### src/mstr_pkg.sv
package mstr_pkg;

  // ***************************************************************
  // register map (byte addresses, one 32-bit word each)
  // ***************************************************************
  localparam logic [3:0] OFS_CTRL0  = 4'h0;
  localparam logic [3:0] OFS_CTRL1  = 4'h4;
  localparam logic [3:0] OFS_CTRL2  = 4'h8;
  localparam logic [3:0] OFS_STATUS = 4'hC;

  // field positions
  localparam int RES_LSB   = 0;   // ctrl0 [2:0] step_resolution
  localparam int PEAK_LSB  = 8;   // ctrl0 [12:8] peak_amplitude_code
  localparam int ROT_BIT   = 0;   // ctrl1 rotation_sense_bit
  localparam int EDGE_BIT  = 1;   // ctrl1 step_edge_select
  localparam int TRANS_BIT = 0;   // ctrl2 backemf_transparent_bit
  localparam int GAIN_BIT  = 1;   // ctrl2 backemf_gain_bit
  localparam int LOWP_BIT  = 2;   // ctrl2 low_power_bit
  localparam int ACTR_LSB  = 8;   // status [10:8] active resolution
  localparam int RANGE_LSB = 12;  // status [13:12] current range

  // reset values
  localparam logic [2:0] RST_RES   = 3'h0;
  localparam logic [4:0] RST_PEAK  = 5'h00;
  localparam logic [6:0] RST_INDEX = 7'h00;

  // step resolution codes
  localparam logic [2:0] RES_32 = 3'h0;
  localparam logic [2:0] RES_16 = 3'h1;
  localparam logic [2:0] RES_8  = 3'h2;
  localparam logic [2:0] RES_4  = 3'h3;
  localparam logic [2:0] RES_2  = 3'h4;

  // peak code range boundaries
  localparam logic [4:0] RANGE1_MIN = 5'h09;
  localparam logic [4:0] RANGE2_MIN = 5'h10;
  localparam logic [4:0] RANGE3_MIN = 5'h17;

  // first quadrant of the circular profile, tenths of a percent
  localparam logic [9:0] QUAD_LUT [33] = '{
    10'h000, 10'h023, 10'h051, 10'h07F, 10'h0AE, 10'h0DD, 10'h10B,
    10'h13A, 10'h15D, 10'h17F, 10'h1AE, 10'h1D1, 10'h1F4, 10'h222,
    10'h245, 10'h268, 10'h28B, 10'h2AE, 10'h2D1, 10'h2F3, 10'h316,
    10'h33A, 10'h351, 10'h368, 10'h37F, 10'h396, 10'h3A2, 10'h3AD,
    10'h3B9, 10'h3C5, 10'h3D1, 10'h3DC, 10'h3E8};

  // peak coil current per amplitude code, mA
  localparam logic [9:0] PEAK_MA [32] = '{
    10'h00F, 10'h01E, 10'h02D, 10'h032, 10'h037, 10'h03D, 10'h043,
    10'h04A, 10'h052, 10'h05B, 10'h064, 10'h06E, 10'h07A, 10'h087,
    10'h095, 10'h0A4, 10'h0B5, 10'h0C8, 10'h0DD, 10'h0F4, 10'h10D,
    10'h129, 10'h148, 10'h16A, 10'h190, 10'h1B9, 10'h1E7, 10'h21A,
    10'h252, 10'h290, 10'h2D4, 10'h320};

endpackage : mstr_pkg

### src/mstr_translator.sv
`timescale 1ns/1ps

module mstr_translator #(
  parameter int VW = 10
) (
  // clock and reset
  input  wire logic                 clk,
  input  wire logic                 rst,
  // avalon-mm slave
  input  wire logic [3:0]           avs_address,
  input  wire logic                 avs_read,
  input  wire logic                 avs_write,
  input  wire logic [31:0]          avs_writedata,
  input  wire logic [3:0]           avs_byteenable,
  output logic      [31:0]          avs_readdata,
  output logic                      avs_waitrequest,
  // motion pins
  input  wire logic                 step_pulse_input,
  input  wire logic                 rotation_sense_pin,
  // pwm regulator side
  input  wire logic                 pwm_period_start,
  input  wire logic                 pwm_sample_strobe,
  input  wire logic                 coil_zero_x,
  input  wire logic                 coil_zero_y,
  input  wire logic [VW-1:0]        coil_voltage,
  output logic signed [10:0]        coil_x_ref,
  output logic signed [10:0]        coil_y_ref,
  output logic      [9:0]           peak_current_ma,
  output logic      [1:0]           current_range,
  output logic      [VW-1:0]        backemf_output_pin,
  output logic      [6:0]           microstep_index
);

  // ***************************************************************
  // helpers
  // ***************************************************************

  // index increment per resolution code; unused codes act as half step
  function automatic logic [6:0] step_size(input logic [2:0] code);
    unique case (code)
      mstr_pkg::RES_32: step_size = 7'h01;
      mstr_pkg::RES_16: step_size = 7'h02;
      mstr_pkg::RES_8:  step_size = 7'h04;
      mstr_pkg::RES_4:  step_size = 7'h08;
      default:          step_size = 7'h10;
    endcase
  endfunction : step_size

  // signed coil value from the quadrant table
  function automatic logic signed [10:0] coil_val(input logic [6:0] idx,
                                                  input logic       is_y);
    logic [5:0] k;
    logic [5:0] kk;
    logic       neg;
    k  = {1'b0, idx[4:0]};
    kk = 6'(6'h20 - k);
    // x: q0 +s(k), q1 +s(32-k), q2 -s(k), q3 -s(32-k); y is a quarter on
    if (is_y) begin
      neg      = idx[6] ^ idx[5];
      coil_val = 11'(signed'({1'b0, mstr_pkg::QUAD_LUT[idx[5] ? k : kk]}));
    end else begin
      neg      = idx[6];
      coil_val = 11'(signed'({1'b0, mstr_pkg::QUAD_LUT[idx[5] ? kk : k]}));
    end
    if (neg) begin
      coil_val = -coil_val;
    end
  endfunction : coil_val

  // ***************************************************************
  // register state
  // ***************************************************************
  logic [2:0]    step_resolution_q;
  logic [4:0]    peak_amplitude_code_q;
  logic          rotation_sense_bit_q;
  logic          step_edge_select_q;
  logic          backemf_transparent_bit_q;
  logic          backemf_gain_bit_q;
  logic          low_power_bit_q;
  logic [2:0]    active_res_q;
  logic [4:0]    applied_code_q;
  logic          step_prev_q;
  logic          zero_prev_q;
  logic [VW-1:0] bemf_sample_q;

  // ***************************************************************
  // bus decode
  // ***************************************************************
  wire        bus_req    = avs_read | avs_write;
  wire        bus_done   = bus_req & ~avs_waitrequest;
  wire        wr_done    = bus_done & avs_write;
  wire        hit_ctrl0  = avs_address == mstr_pkg::OFS_CTRL0;
  wire        hit_ctrl1  = avs_address == mstr_pkg::OFS_CTRL1;
  wire        hit_ctrl2  = avs_address == mstr_pkg::OFS_CTRL2;
  wire        hit_status = avs_address == mstr_pkg::OFS_STATUS;
  wire        wr_c0_lo   = wr_done & hit_ctrl0 & avs_byteenable[0];
  wire        wr_c0_hi   = wr_done & hit_ctrl0 & avs_byteenable[1];
  wire        wr_c1      = wr_done & hit_ctrl1 & avs_byteenable[0];
  wire        wr_c2      = wr_done & hit_ctrl2 & avs_byteenable[0];

  // read mux; unmapped words read as zero
  wire [31:0] rd_ctrl0  = {19'h0, peak_amplitude_code_q, 5'h0,
                           step_resolution_q};
  wire [31:0] rd_ctrl1  = {30'h0, step_edge_select_q,
                           rotation_sense_bit_q};
  wire [31:0] rd_ctrl2  = {29'h0, low_power_bit_q, backemf_gain_bit_q,
                           backemf_transparent_bit_q};
  wire [31:0] rd_status = {18'h0, current_range, 1'b0, active_res_q,
                           1'b0, microstep_index};
  wire [31:0] rd_data   = hit_ctrl0  ? rd_ctrl0  :
                          hit_ctrl1  ? rd_ctrl1  :
                          hit_ctrl2  ? rd_ctrl2  :
                          hit_status ? rd_status : 32'h0000_0000;

  // ***************************************************************
  // step qualification and position update
  // ***************************************************************
  wire       step_rise = step_pulse_input & ~step_prev_q;
  wire       step_fall = ~step_pulse_input & step_prev_q;
  wire       step_edge = step_edge_select_q ? step_fall : step_rise;
  wire       step_trig = step_edge & ~low_power_bit_q;
  wire       dir_up    = rotation_sense_pin ^ rotation_sense_bit_q;
  wire [6:0] new_step  = step_size(step_resolution_q);
  wire [6:0] old_step  = step_size(active_res_q);
  wire [6:0] snapped   = 7'(microstep_index + (new_step >> 1))
                         & ~7'(new_step - 7'h01);
  // coarser keeps any offset, finer snaps to its own grid
  wire [6:0] step_base = (new_step < old_step) ? snapped
                                               : microstep_index;
  wire [6:0] next_idx  = dir_up ? 7'(step_base + new_step)
                                : 7'(step_base - new_step);

  // position and resolution switch-over at the trigger
  always_ff @(posedge clk or posedge rst) begin
    if (rst) begin
      microstep_index <= mstr_pkg::RST_INDEX;
      active_res_q    <= mstr_pkg::RST_RES;
      coil_x_ref      <= 11'sh000;
      coil_y_ref      <= 11'sh3E8;
    end else if (step_trig) begin
      microstep_index <= next_idx;
      active_res_q    <= step_resolution_q;
      coil_x_ref      <= coil_val(next_idx, 1'b0);
      coil_y_ref      <= coil_val(next_idx, 1'b1);
    end
  end

  // edge memory keeps tracking in low power so wake-up sees no false edge
  always_ff @(posedge clk or posedge rst) begin
    if (rst) begin
      step_prev_q <= 1'b0;
    end else begin
      step_prev_q <= step_pulse_input;
    end
  end

  // ***************************************************************
  // control registers
  // ***************************************************************
  always_ff @(posedge clk or posedge rst) begin
    if (rst) begin
      step_resolution_q     <= mstr_pkg::RST_RES;
      peak_amplitude_code_q <= mstr_pkg::RST_PEAK;
    end else begin
      if (wr_c0_lo) begin
        step_resolution_q <= avs_writedata[mstr_pkg::RES_LSB +: 3];
      end
      if (wr_c0_hi) begin
        peak_amplitude_code_q <= avs_writedata[mstr_pkg::PEAK_LSB +: 5];
      end
    end
  end

  // direction, edge, back-emf mode and low power bits
  always_ff @(posedge clk or posedge rst) begin
    if (rst) begin
      rotation_sense_bit_q      <= 1'b0;
      step_edge_select_q        <= 1'b0;
      backemf_transparent_bit_q <= 1'b0;
      backemf_gain_bit_q        <= 1'b0;
      low_power_bit_q           <= 1'b0;
    end else begin
      if (wr_c1) begin
        rotation_sense_bit_q <= avs_writedata[mstr_pkg::ROT_BIT];
        step_edge_select_q   <= avs_writedata[mstr_pkg::EDGE_BIT];
      end
      if (wr_c2) begin
        backemf_transparent_bit_q <= avs_writedata[mstr_pkg::TRANS_BIT];
        backemf_gain_bit_q        <= avs_writedata[mstr_pkg::GAIN_BIT];
        low_power_bit_q           <= avs_writedata[mstr_pkg::LOWP_BIT];
      end
    end
  end

  // one wait state: waitrequest drops for exactly one cycle per request
  always_ff @(posedge clk or posedge rst) begin
    if (rst) begin
      avs_waitrequest <= 1'b1;
      avs_readdata    <= 32'h0000_0000;
    end else begin
      avs_waitrequest <= ~(bus_req & avs_waitrequest);
      if (avs_read & avs_waitrequest) begin
        avs_readdata <= rd_data;
      end
    end
  end

  // ***************************************************************
  // peak current, applied per pwm period
  // ***************************************************************
  wire [1:0] range_d = (applied_code_q >= mstr_pkg::RANGE3_MIN) ? 2'h3 :
                       (applied_code_q >= mstr_pkg::RANGE2_MIN) ? 2'h2 :
                       (applied_code_q >= mstr_pkg::RANGE1_MIN) ? 2'h1 :
                                                                  2'h0;

  // mid-period changes would upset the running regulator, so wait
  always_ff @(posedge clk or posedge rst) begin
    if (rst) begin
      applied_code_q  <= mstr_pkg::RST_PEAK;
      peak_current_ma <= mstr_pkg::PEAK_MA[0];
    end else if (pwm_period_start) begin
      applied_code_q  <= peak_amplitude_code_q;
      peak_current_ma <= mstr_pkg::PEAK_MA[peak_amplitude_code_q];
    end
  end

  // low-side impedance range follows the applied code
  always_ff @(posedge clk or posedge rst) begin
    if (rst) begin
      current_range <= 2'h0;
    end else begin
      current_range <= range_d;
    end
  end

  // ***************************************************************
  // back-emf sample and hold
  // ***************************************************************
  wire          coil_zero = coil_zero_x | coil_zero_y;
  wire          zero_end  = zero_prev_q & ~coil_zero;
  wire [VW-1:0] live_scl  = backemf_gain_bit_q ? (coil_voltage >> 2)
                                               : (coil_voltage >> 1);
  wire [VW-1:0] held_scl  = backemf_gain_bit_q ? (bemf_sample_q >> 2)
                                               : (bemf_sample_q >> 1);

  // track samples during the zero window, publish at its end
  always_ff @(posedge clk or posedge rst) begin
    if (rst) begin
      zero_prev_q        <= 1'b0;
      bemf_sample_q      <= '0;
      backemf_output_pin <= '0;
    end else begin
      zero_prev_q <= coil_zero;
      if (coil_zero & pwm_sample_strobe) begin
        bemf_sample_q <= coil_voltage;
      end
      if (backemf_transparent_bit_q) begin
        backemf_output_pin <= live_scl;
      end else if (zero_end) begin
        backemf_output_pin <= held_scl;
      end
    end
  end

  // ***************************************************************
  // checks
  // ***************************************************************
  chk_step_dir_up: assert property (
    @(posedge clk) disable iff (rst)
    (step_trig && step_resolution_q == active_res_q &&
     (rotation_sense_pin ^ rotation_sense_bit_q))
    |=> microstep_index == 7'($past(microstep_index) + $past(new_step)))
    else $error("step up moved by wrong amount");

  chk_step_dir_down: assert property (
    @(posedge clk) disable iff (rst)
    (step_trig && step_resolution_q == active_res_q && !dir_up)
    |=> microstep_index == 7'($past(microstep_index) - $past(new_step)))
    else $error("step down moved by wrong amount");

  chk_rise_edge_trig: assert property (
    @(posedge clk) disable iff (rst)
    (step_pulse_input && !step_prev_q && !step_edge_select_q &&
     !low_power_bit_q) |=> microstep_index != $past(microstep_index))
    else $error("rising step edge did not move position");

  chk_low_power_hold: assert property (
    @(posedge clk) disable iff (rst)
    low_power_bit_q |=> $stable(microstep_index) && $stable(active_res_q))
    else $error("position moved in low power");

  chk_res_deferred: assert property (
    @(posedge clk) disable iff (rst)
    !step_trig |=> $stable(active_res_q))
    else $error("resolution changed without a step trigger");

  chk_coil_map_pts: assert property (
    @(posedge clk) disable iff (rst)
    (microstep_index == 7'h70) |->
    (coil_x_ref == -11'sd651 && coil_y_ref == 11'sd651))
    else $error("coil values wrong at position 112");

  chk_finer_snap: assert property (
    @(posedge clk) disable iff (rst)
    (step_trig && new_step < old_step)
    |=> (microstep_index & 7'($past(new_step) - 7'h01)) == 7'h00)
    else $error("finer resolution left position off grid");

  chk_peak_at_pwm: assert property (
    @(posedge clk) disable iff (rst)
    !pwm_period_start |=> $stable(peak_current_ma) ##1
    (current_range == $past(range_d)))
    else $error("peak current changed outside pwm period start");

  chk_range_top: assert property (
    @(posedge clk) disable iff (rst)
    (applied_code_q >= 5'h17) |=> current_range == 2'h3)
    else $error("top current range not selected");

  chk_hold_sample: assert property (
    @(posedge clk) disable iff (rst)
    (!backemf_transparent_bit_q && !zero_end)
    |=> $stable(backemf_output_pin))
    else $error("held back-emf output changed outside zero end");

endmodule : mstr_translator

### config.mk
export PLATFORM = sky130hd
export DESIGN_NAME = mstr_translator
export DESIGN_NICKNAME = d
export VERILOG_FILES = /design/src/mstr_pkg.sv /design/src/mstr_translator.sv
export SDC_FILE = /design/constraint.sdc
export NUM_CORES = 1
export LEC_CHECK = 0
export ABC_AREA = 0
export BUFFER_PORTS_ARGS = -buffer_cell sky130_fd_sc_hd__buf_2
export CAP_MARGIN = 10
export CORE_ASPECT_RATIO = 1.75
export CORE_MARGIN = 2
export CORE_UTILIZATION = 54
export CTS_CLUSTER_DIAMETER = 120
export DETAILED_ROUTE_END_ITERATION = 16
export PLACE_DENSITY = 0.78
export SETUP_SLACK_MARGIN = 0.4
export SLEW_MARGIN = 15
export SYNTH_ARGS = -nofsm -noshare
export SYNTH_HDL_FRONTEND = slang
export SYNTH_SLANG_ARGS = --single-unit
### constraint.sdc
create_clock -name clk -period 6.3 [get_ports clk]
set_input_delay 0 -clock clk [delete_from_list [all_inputs] [get_ports clk]]
set_output_delay 0 -clock clk [all_outputs]
set_load 0.02 [all_outputs]
* Word-level counts from Yosys, hierarchy flattened
Memories as Yosys holds them, arrays and structs flattened. A register that Yosys moved wholly into a read port is not among the register bits.
Cells that the tools add are included.
Widths: inputs -> output; s select.
** Operators by class
- Eq/ne operators :: 9
- Magnitude comparators :: 6
- Add/sub/neg operators :: 7
- Mux-type cells :: 28
- Reduce and logical (&&, ||, !) cells :: 4
- Bitwise operators :: 31
** Operator list (number)
- $mux 10 :: 6
- $mux 14 :: 4
- $mux 11 :: 4
- $pmux 5 s4 :: 2
- $neg 11->11 :: 2
- $mux 9 :: 2
- $and 1x1->1 :: 16
- $ge 7x7->1 const B :: 2
- $mux 7 :: 2
- $not 6->7 :: 2
- $eq 3x2->1 const B :: 4
- $mux 6 :: 2
- $ge 5x5->1 const B :: 2
- $eq 4x4->1 const B :: 2
- $add 7x6->7 :: 1
- $add 7x7->7 :: 1
- $and 7x7->7 :: 1
- $lt 7x7->1 :: 1
- $not 7->7 :: 1
- $sub 7x1->7 const B :: 1
- $sub 7x7->7 :: 1
- $eq 3x1->1 const B :: 2
- $logic_not 3->1 :: 2
- $not 1->1 :: 6
- 10 further kinds :: 16
** Word-level totals
- Output and inout port bits :: 84
- Bits of input ports :: 60
- Memories :: 3
- Bits in registers :: 107
- ROM bits :: 1600
** Memory list
- (name not given) :: depth 64, width 10, rd ports 1, clocked after memory_dff 0, write ports 0, RTL line mstr_translator.sv:63 : coil_val = 11'(signed'({1'b0, mstr_pkg::QUAD_LUT[idx[5] ? kk : k]}));
- (name not given) :: depth 64, width 10, rd ports 1, clocked after memory_dff 0, write ports 0, RTL line mstr_translator.sv:60 : coil_val = 11'(signed'({1'b0, mstr_pkg::QUAD_LUT[idx[5] ? k : kk]}));
- (name not given) :: depth 32, width 10, rd ports 1, clocked after memory_dff 1, write ports 0, RTL line mstr_translator.sv:223 : peak_current_ma <= mstr_pkg::PEAK_MA[peak_amplitude_code_q];

* Depth between registers and ports, before layout
- Depth after elaboration :: 17
- Mapped depth :: 28
- Depth with buffers taken out :: 26

* Worst setup path after synthesis
No wires, ideal clock.
- Path kind :: register to register
- From :: register step_resolution_q[0]
- To :: register coil_y_ref[6]
- Path buffers :: 3
- Library setup time :: 0.082 ns
- Path slack :: 0.557 ns
- Cell stages (with the launch flop) :: 25
- Period minus slack after synthesis :: 5.743 ns
- Data required time :: 6.218 ns
- Arrival time :: 5.661 ns
- Cells stage by stage :: dfrtp_1 -> clkbuf_1 -> nor3_1 -> ha_1 -> a21o_1 -> a21o_1 -> maj3_2 -> mux2_2 -> ha_1 -> a21o_1 -> and4_1 -> o21ai_1 -> buf_2 -> nand2_1 -> a21o_1 -> ha_1 -> clkbuf_1 -> mux2i_1 -> a32oi_1 -> o211a_1 -> o32ai_2 -> nor4b_4 -> a21oi_1 -> xnor2_1 -> mux2_2
** On the way
- Longest elaborated chain between the ends :: 17
** Ends and longest elaborated chain
- from (decl) :: RTL line mstr_translator.sv:73 : logic [2:0] step_resolution_q;
- from (signal assigned) :: RTL line mstr_translator.sv:162 : step_resolution_q <= mstr_pkg::RST_RES;
- from (signal assigned) :: RTL line mstr_translator.sv:166 : step_resolution_q <= avs_writedata[mstr_pkg::RES_LSB +: 3];
- $eq 3x2->1 (tied with other cells) :: RTL line mstr_translator.sv:40 : unique case (code)
- $pmux 5 s4 * :: RTL line mstr_translator.sv:40
- $sub 7x1->7 :: RTL line mstr_translator.sv:126 : & ~7'(new_step - 7'h01);
- $not 7->7 :: RTL line mstr_translator.sv:126
- $and 7x7->7 :: RTL line mstr_translator.sv:126
- $mux 7 :: RTL line mstr_translator.sv:128 : wire [6:0] step_base = (new_step < old_step) ? snapped
- $sub 7x7->7 / $add 7x7->7 (equally long branches) :: RTL line mstr_translator.sv:131, mstr_translator.sv:130
- $mux 7 * :: RTL line mstr_translator.sv:130 : wire [6:0] next_idx = dir_up ? 7'(step_base + new_step)
- $sub 6x5->6 :: RTL line mstr_translator.sv:56 : kk = 6'(6'h20 - k);
- $mux 6 :: RTL line mstr_translator.sv:60
- $not 6->7 :: RTL line mstr_translator.sv:60
- $mem_v2 64x10
- $mux 10 (2 in series) :: RTL line mstr_translator.sv:60
- $mux 11 :: RTL line mstr_translator.sv:140 : end else if (step_trig) begin
- $neg 11->11 :: RTL line mstr_translator.sv:66 : coil_val = -coil_val;
- $mux 11 * :: RTL line mstr_translator.sv:65 : if (neg) begin
- to (signal assigned) :: RTL line mstr_translator.sv:144 : coil_y_ref <= coil_val(next_idx, 1'b1);
- to (decl) :: RTL line mstr_translator.sv:27 : output logic signed [10:0] coil_y_ref,
Mark *: on every way between the ends. The rest lies on a longest branch, timed or not. The select of a mux whose other input is x is not followed.
A chain may end at the register's enable or synchronous reset.

* Worst setup path in the final report
- From :: register step_resolution_q[1]
- To :: register coil_y_ref[6]
Same word-level chain as after synthesis.

==> qor.yml <==
final_layout:
  final_cell_mix: "nand2_1 (111), buf_2 (96), o21ai_0 (86)"
  nFillCells: 1153
  finalNetCount: 1070
  area_growth_syn_to_layout_pct: 17.8
  mostFrequentLayoutCell: "nand2_1"
  antenna_cells: 0
  drive_above_1_share_pct: 26.9
  multi_input_area_sq_um: 4740
  seq_area_sq_um: 2420
cts:
  cts_buffers: 9
  ctsRootBufferMaster: "clkbuf_16"
  cts_buffer_depth: 2
  cts_tree: "yes"
  insertion_delay_ns: 0.34
  ctsHtreeMaxLevel: 3
  worst_setup_hold_path_clk_slew_ns: 0.07
  cts_sinks: 96
floorplanning:
  dieArea_sq_um: 14800
  core_region_area_sq_um: 13500
  die_w_um: 93.0
  io_pins: 144
  num_rows: 56
  start_util_pct: 55.6
  chipHeight_um: 160
hold_path:
  worst_hold_path_type: "primary input to register"
  worstHoldStart: "pwm_period_start"
timing:
  slew_headroom_pct: 28.3
  slew_viol_final: 0
  timing.setup.tns_ns: 0
  rsz0062_at_grt: "yes"
  timing.final.hold_violations: 0
  worst_pin_slew_ns: 1.08
  min_period_ns: 5.71
  setup_viol: 0
  fin_crit_sh_pct: 90.6
  max_freq_mhz: 175
  worst_clock_skew_ns: 0.00521
synth:
  synth_top_area_share_pct: 28.4
  ys.flop_type: "dfrtp_1"
  yosys_warnings: 0
  async_flop_share_pct: 100
  synth_area_leader_cell: "dfrtp_1"
  synthCells: 869
  ys_seq_elements: 96
  syn-mean-instance-area_sq_um: 8.60
  synth_area_sq_um: 7480
  synth_cell_types: 90
  ys_top_cells_by_area: "dfrtp_1 (28%), o21ai_0 (5.8%), nand2_1 (5.6%)"
  synth_edf_count: 0
  seq_area_frac_synth_pct: 32.3
worst_setup_path:
  worst-setup-path-type: "register to register"
  crit_path_end_kind: "register"
  arrival_ns: 5.98
  timing.rr.start: "step_resolution_q[1]$_DFFE_PP0P_"
  cp-start-kind: "register"
  critPathRequiredTime_ns: 6.58
  path_max_fanout: 11
  startpoint: "step_resolution_q[1]$_DFFE_PP0P_"
place:
  port_buffers: 96
  place_congestion: 0.991
  place_hpwl_mm: 15.6
detailed_routing:
  viasPerCell: 6.07
  post_drt_wl_per_cell_um: 18.3
  drc: 0
  drt_iter0_markers: 523
  drtPass1Iterations: 5
  vias: 7046
  drt_wl_total_mm: 21.2
  ant_nets: 0
global_routing:
  grt_pass1_vias: 7037
  gr-usage-all-layers_pct: 28.7
  antenna_found_initial: 0
  grt_pass1_wl_mm: 34.5
  grt_max_degree: 77
  globalRouteOverflowTotal: 0
outcome:
  status: "finished clean"
run:
  max_cap_violations: 0
## path summary, 6_finish.rpt
| check | to | slack, ns | depth (start not counted) |
|---|---|---|---|
| min | peak_current_ma[0]$_DFFE_PP1P_ | 0.08 | 3 |
| max | coil_y_ref[6]$_DFFE_PP1P_ | 0.59 | 24 |
| min reg2reg | current_range[1]$_DFF_PP0_ | 0.46 | 0 |
| max in group asynchronous | step_resolution_q[2]$_DFFE_PP0P_ | 4.85 | 4 |
| min in group asynchronous | backemf_output_pin[5]$_DFFE_PP0P_ | 0.14 | 3 |
| max reg2reg | coil_y_ref[6]$_DFFE_PP1P_ | 0.59 | 24 |
## metrics by stage
step | instance area [sq um] | std cells | setup slack, ns | utilization [%] | hold slack (ns)
2_1_floorplan | 7550 | 888 | 0.557 | - | 0.0314
4_1_cts | 8640 | 1155 | 0.441 | 64.2 | 0.0730
5_1_grt | 8800 | 1160 | 0.345 | 65.4 | 0.125
6_report | 8800 | 1160 | 0.593 | 65.4 | 0.0845
3_3_place_gp | 8060 | 1113 | 0.488 | 59.9 | -0.0412
3_5_place_dp | 8060 | 1113 | 0.340 | 59.9 | -0.0384
## cell usage after synthesis (4+ instances only)
master and n:
o22ai_1 8, or2_2 4, a32oi_1 5, nor3_1 19
ha_1 28, nand2b_1 9, a221oi_1 4, nand3_1 24
or3_1 5, xor2_1 14, o41ai_1 4, a21oi_1 41
inv_1 27, o211ai_1 10, o21ai_0 87, nor2_1 58
a31oi_1 10, mux2_2 37, o21ai_1 10, a22oi_1 10
buf_2 14, clkbuf_1 34, a21oi_2 4, buf_4 21
dfrtp_1 85, a211oi_1 13, nor2b_1 4, o32ai_1 6
nand4_1 5, buf_6 6, nand2_1 111, mux2i_1 15
xnor2_1 20, and3_1 8, dfstp_2 11, a21o_1 11
## state kept, by name, indices dropped and copies added, names as in the netlist
register,flops
avs_readdata,13
coil_x_ref,11
coil_y_ref,11
peak_current_ma,10
backemf_output_pin,9
bemf_sample_q,9
microstep_index,7
applied_code_q,5
peak_amplitude_code_q,5
active_res_q,3
step_resolution_q,3
current_range,2
avs_waitrequest,1
backemf_gain_bit_q,1
backemf_transparent_bit_q,1
low_power_bit_q,1
rotation_sense_bit_q,1
step_edge_select_q,1
step_prev_q,1
zero_prev_q,1
## layout make-up
class	count	area share, %
multi-input cells	688	53.8
clock inverters	7	0.909
repair buffers	159	11.6
inverters	27	1.18
clock buffers	9	2.56
well taps	174	2.47
flip-flops and latches	96	27.5
## layer usage
layer / track usage, % / vias to the layer above / share of wire, %
met4: 18.1 / 0 / 6.5
li1: - / 3338 / -
met2: 51.1 / 270 / 52
met5: 0 / - / 0
met3: 3.73 / 96 / 4.6
met1: 31.5 / 3342 / 37
## cell families (layout without fill, tap and decap cells)
| logic type | count (synthesis) | count (layout) | share of synthesized area (%) |
|---|---|---|---|
| flip-flops | 96 | 96 | 32.3 |
| XOR/XNOR | 36 | 36 | 4.65 |
| AND/OR/NAND/NOR | 278 | 278 | 18.3 |
| multiplexers | 55 | 55 | 8.48 |
| buffers and inverters | 104 | 202 | 7.11 |
| other | 1 | 20 | 0.0502 |
| AO/OA/AOI/OAI | 269 | 269 | 24.0 |
| adder cells (fa/ha/maj) | 30 | 30 | 5.10 |
## worst max-delay path: stages (launching register included)
cell and delay [ns]:
dfrtp_2 0.41, inv_1 0.11, nor3_2 0.21, ha_1 0.26, a21o_1 0.16, a21o_1 0.18
maj3_2 0.39, mux2_2 0.32, ha_1 0.30, a21o_1 0.16, and4_2 0.36, nor3_4 0.06
buf_4 0.20, nor3_2 0.15, a21o_1 0.19, ha_1 0.18, nand2b_1 0.14, a22oi_1 0.09
o32ai_2 0.34, a221oi_1 0.15, a211o_1 0.34, nor4b_4 0.40, a21oi_1 0.14, xnor2_1 0.15
mux2_2 0.26
## what timing repair did
item	in CTS	in global routing
hold buffers	26	0
setup buffers	0	5
resized for setup	5	27
hold endpoints to repair	47	0
cloned	0	0
endpoints found under the setup margin	4	17
pin swaps	0	8
Power is left out: the tool's default activity adds up to more than one toggle a clock period on the data nets, which glitch-free logic cannot reach.
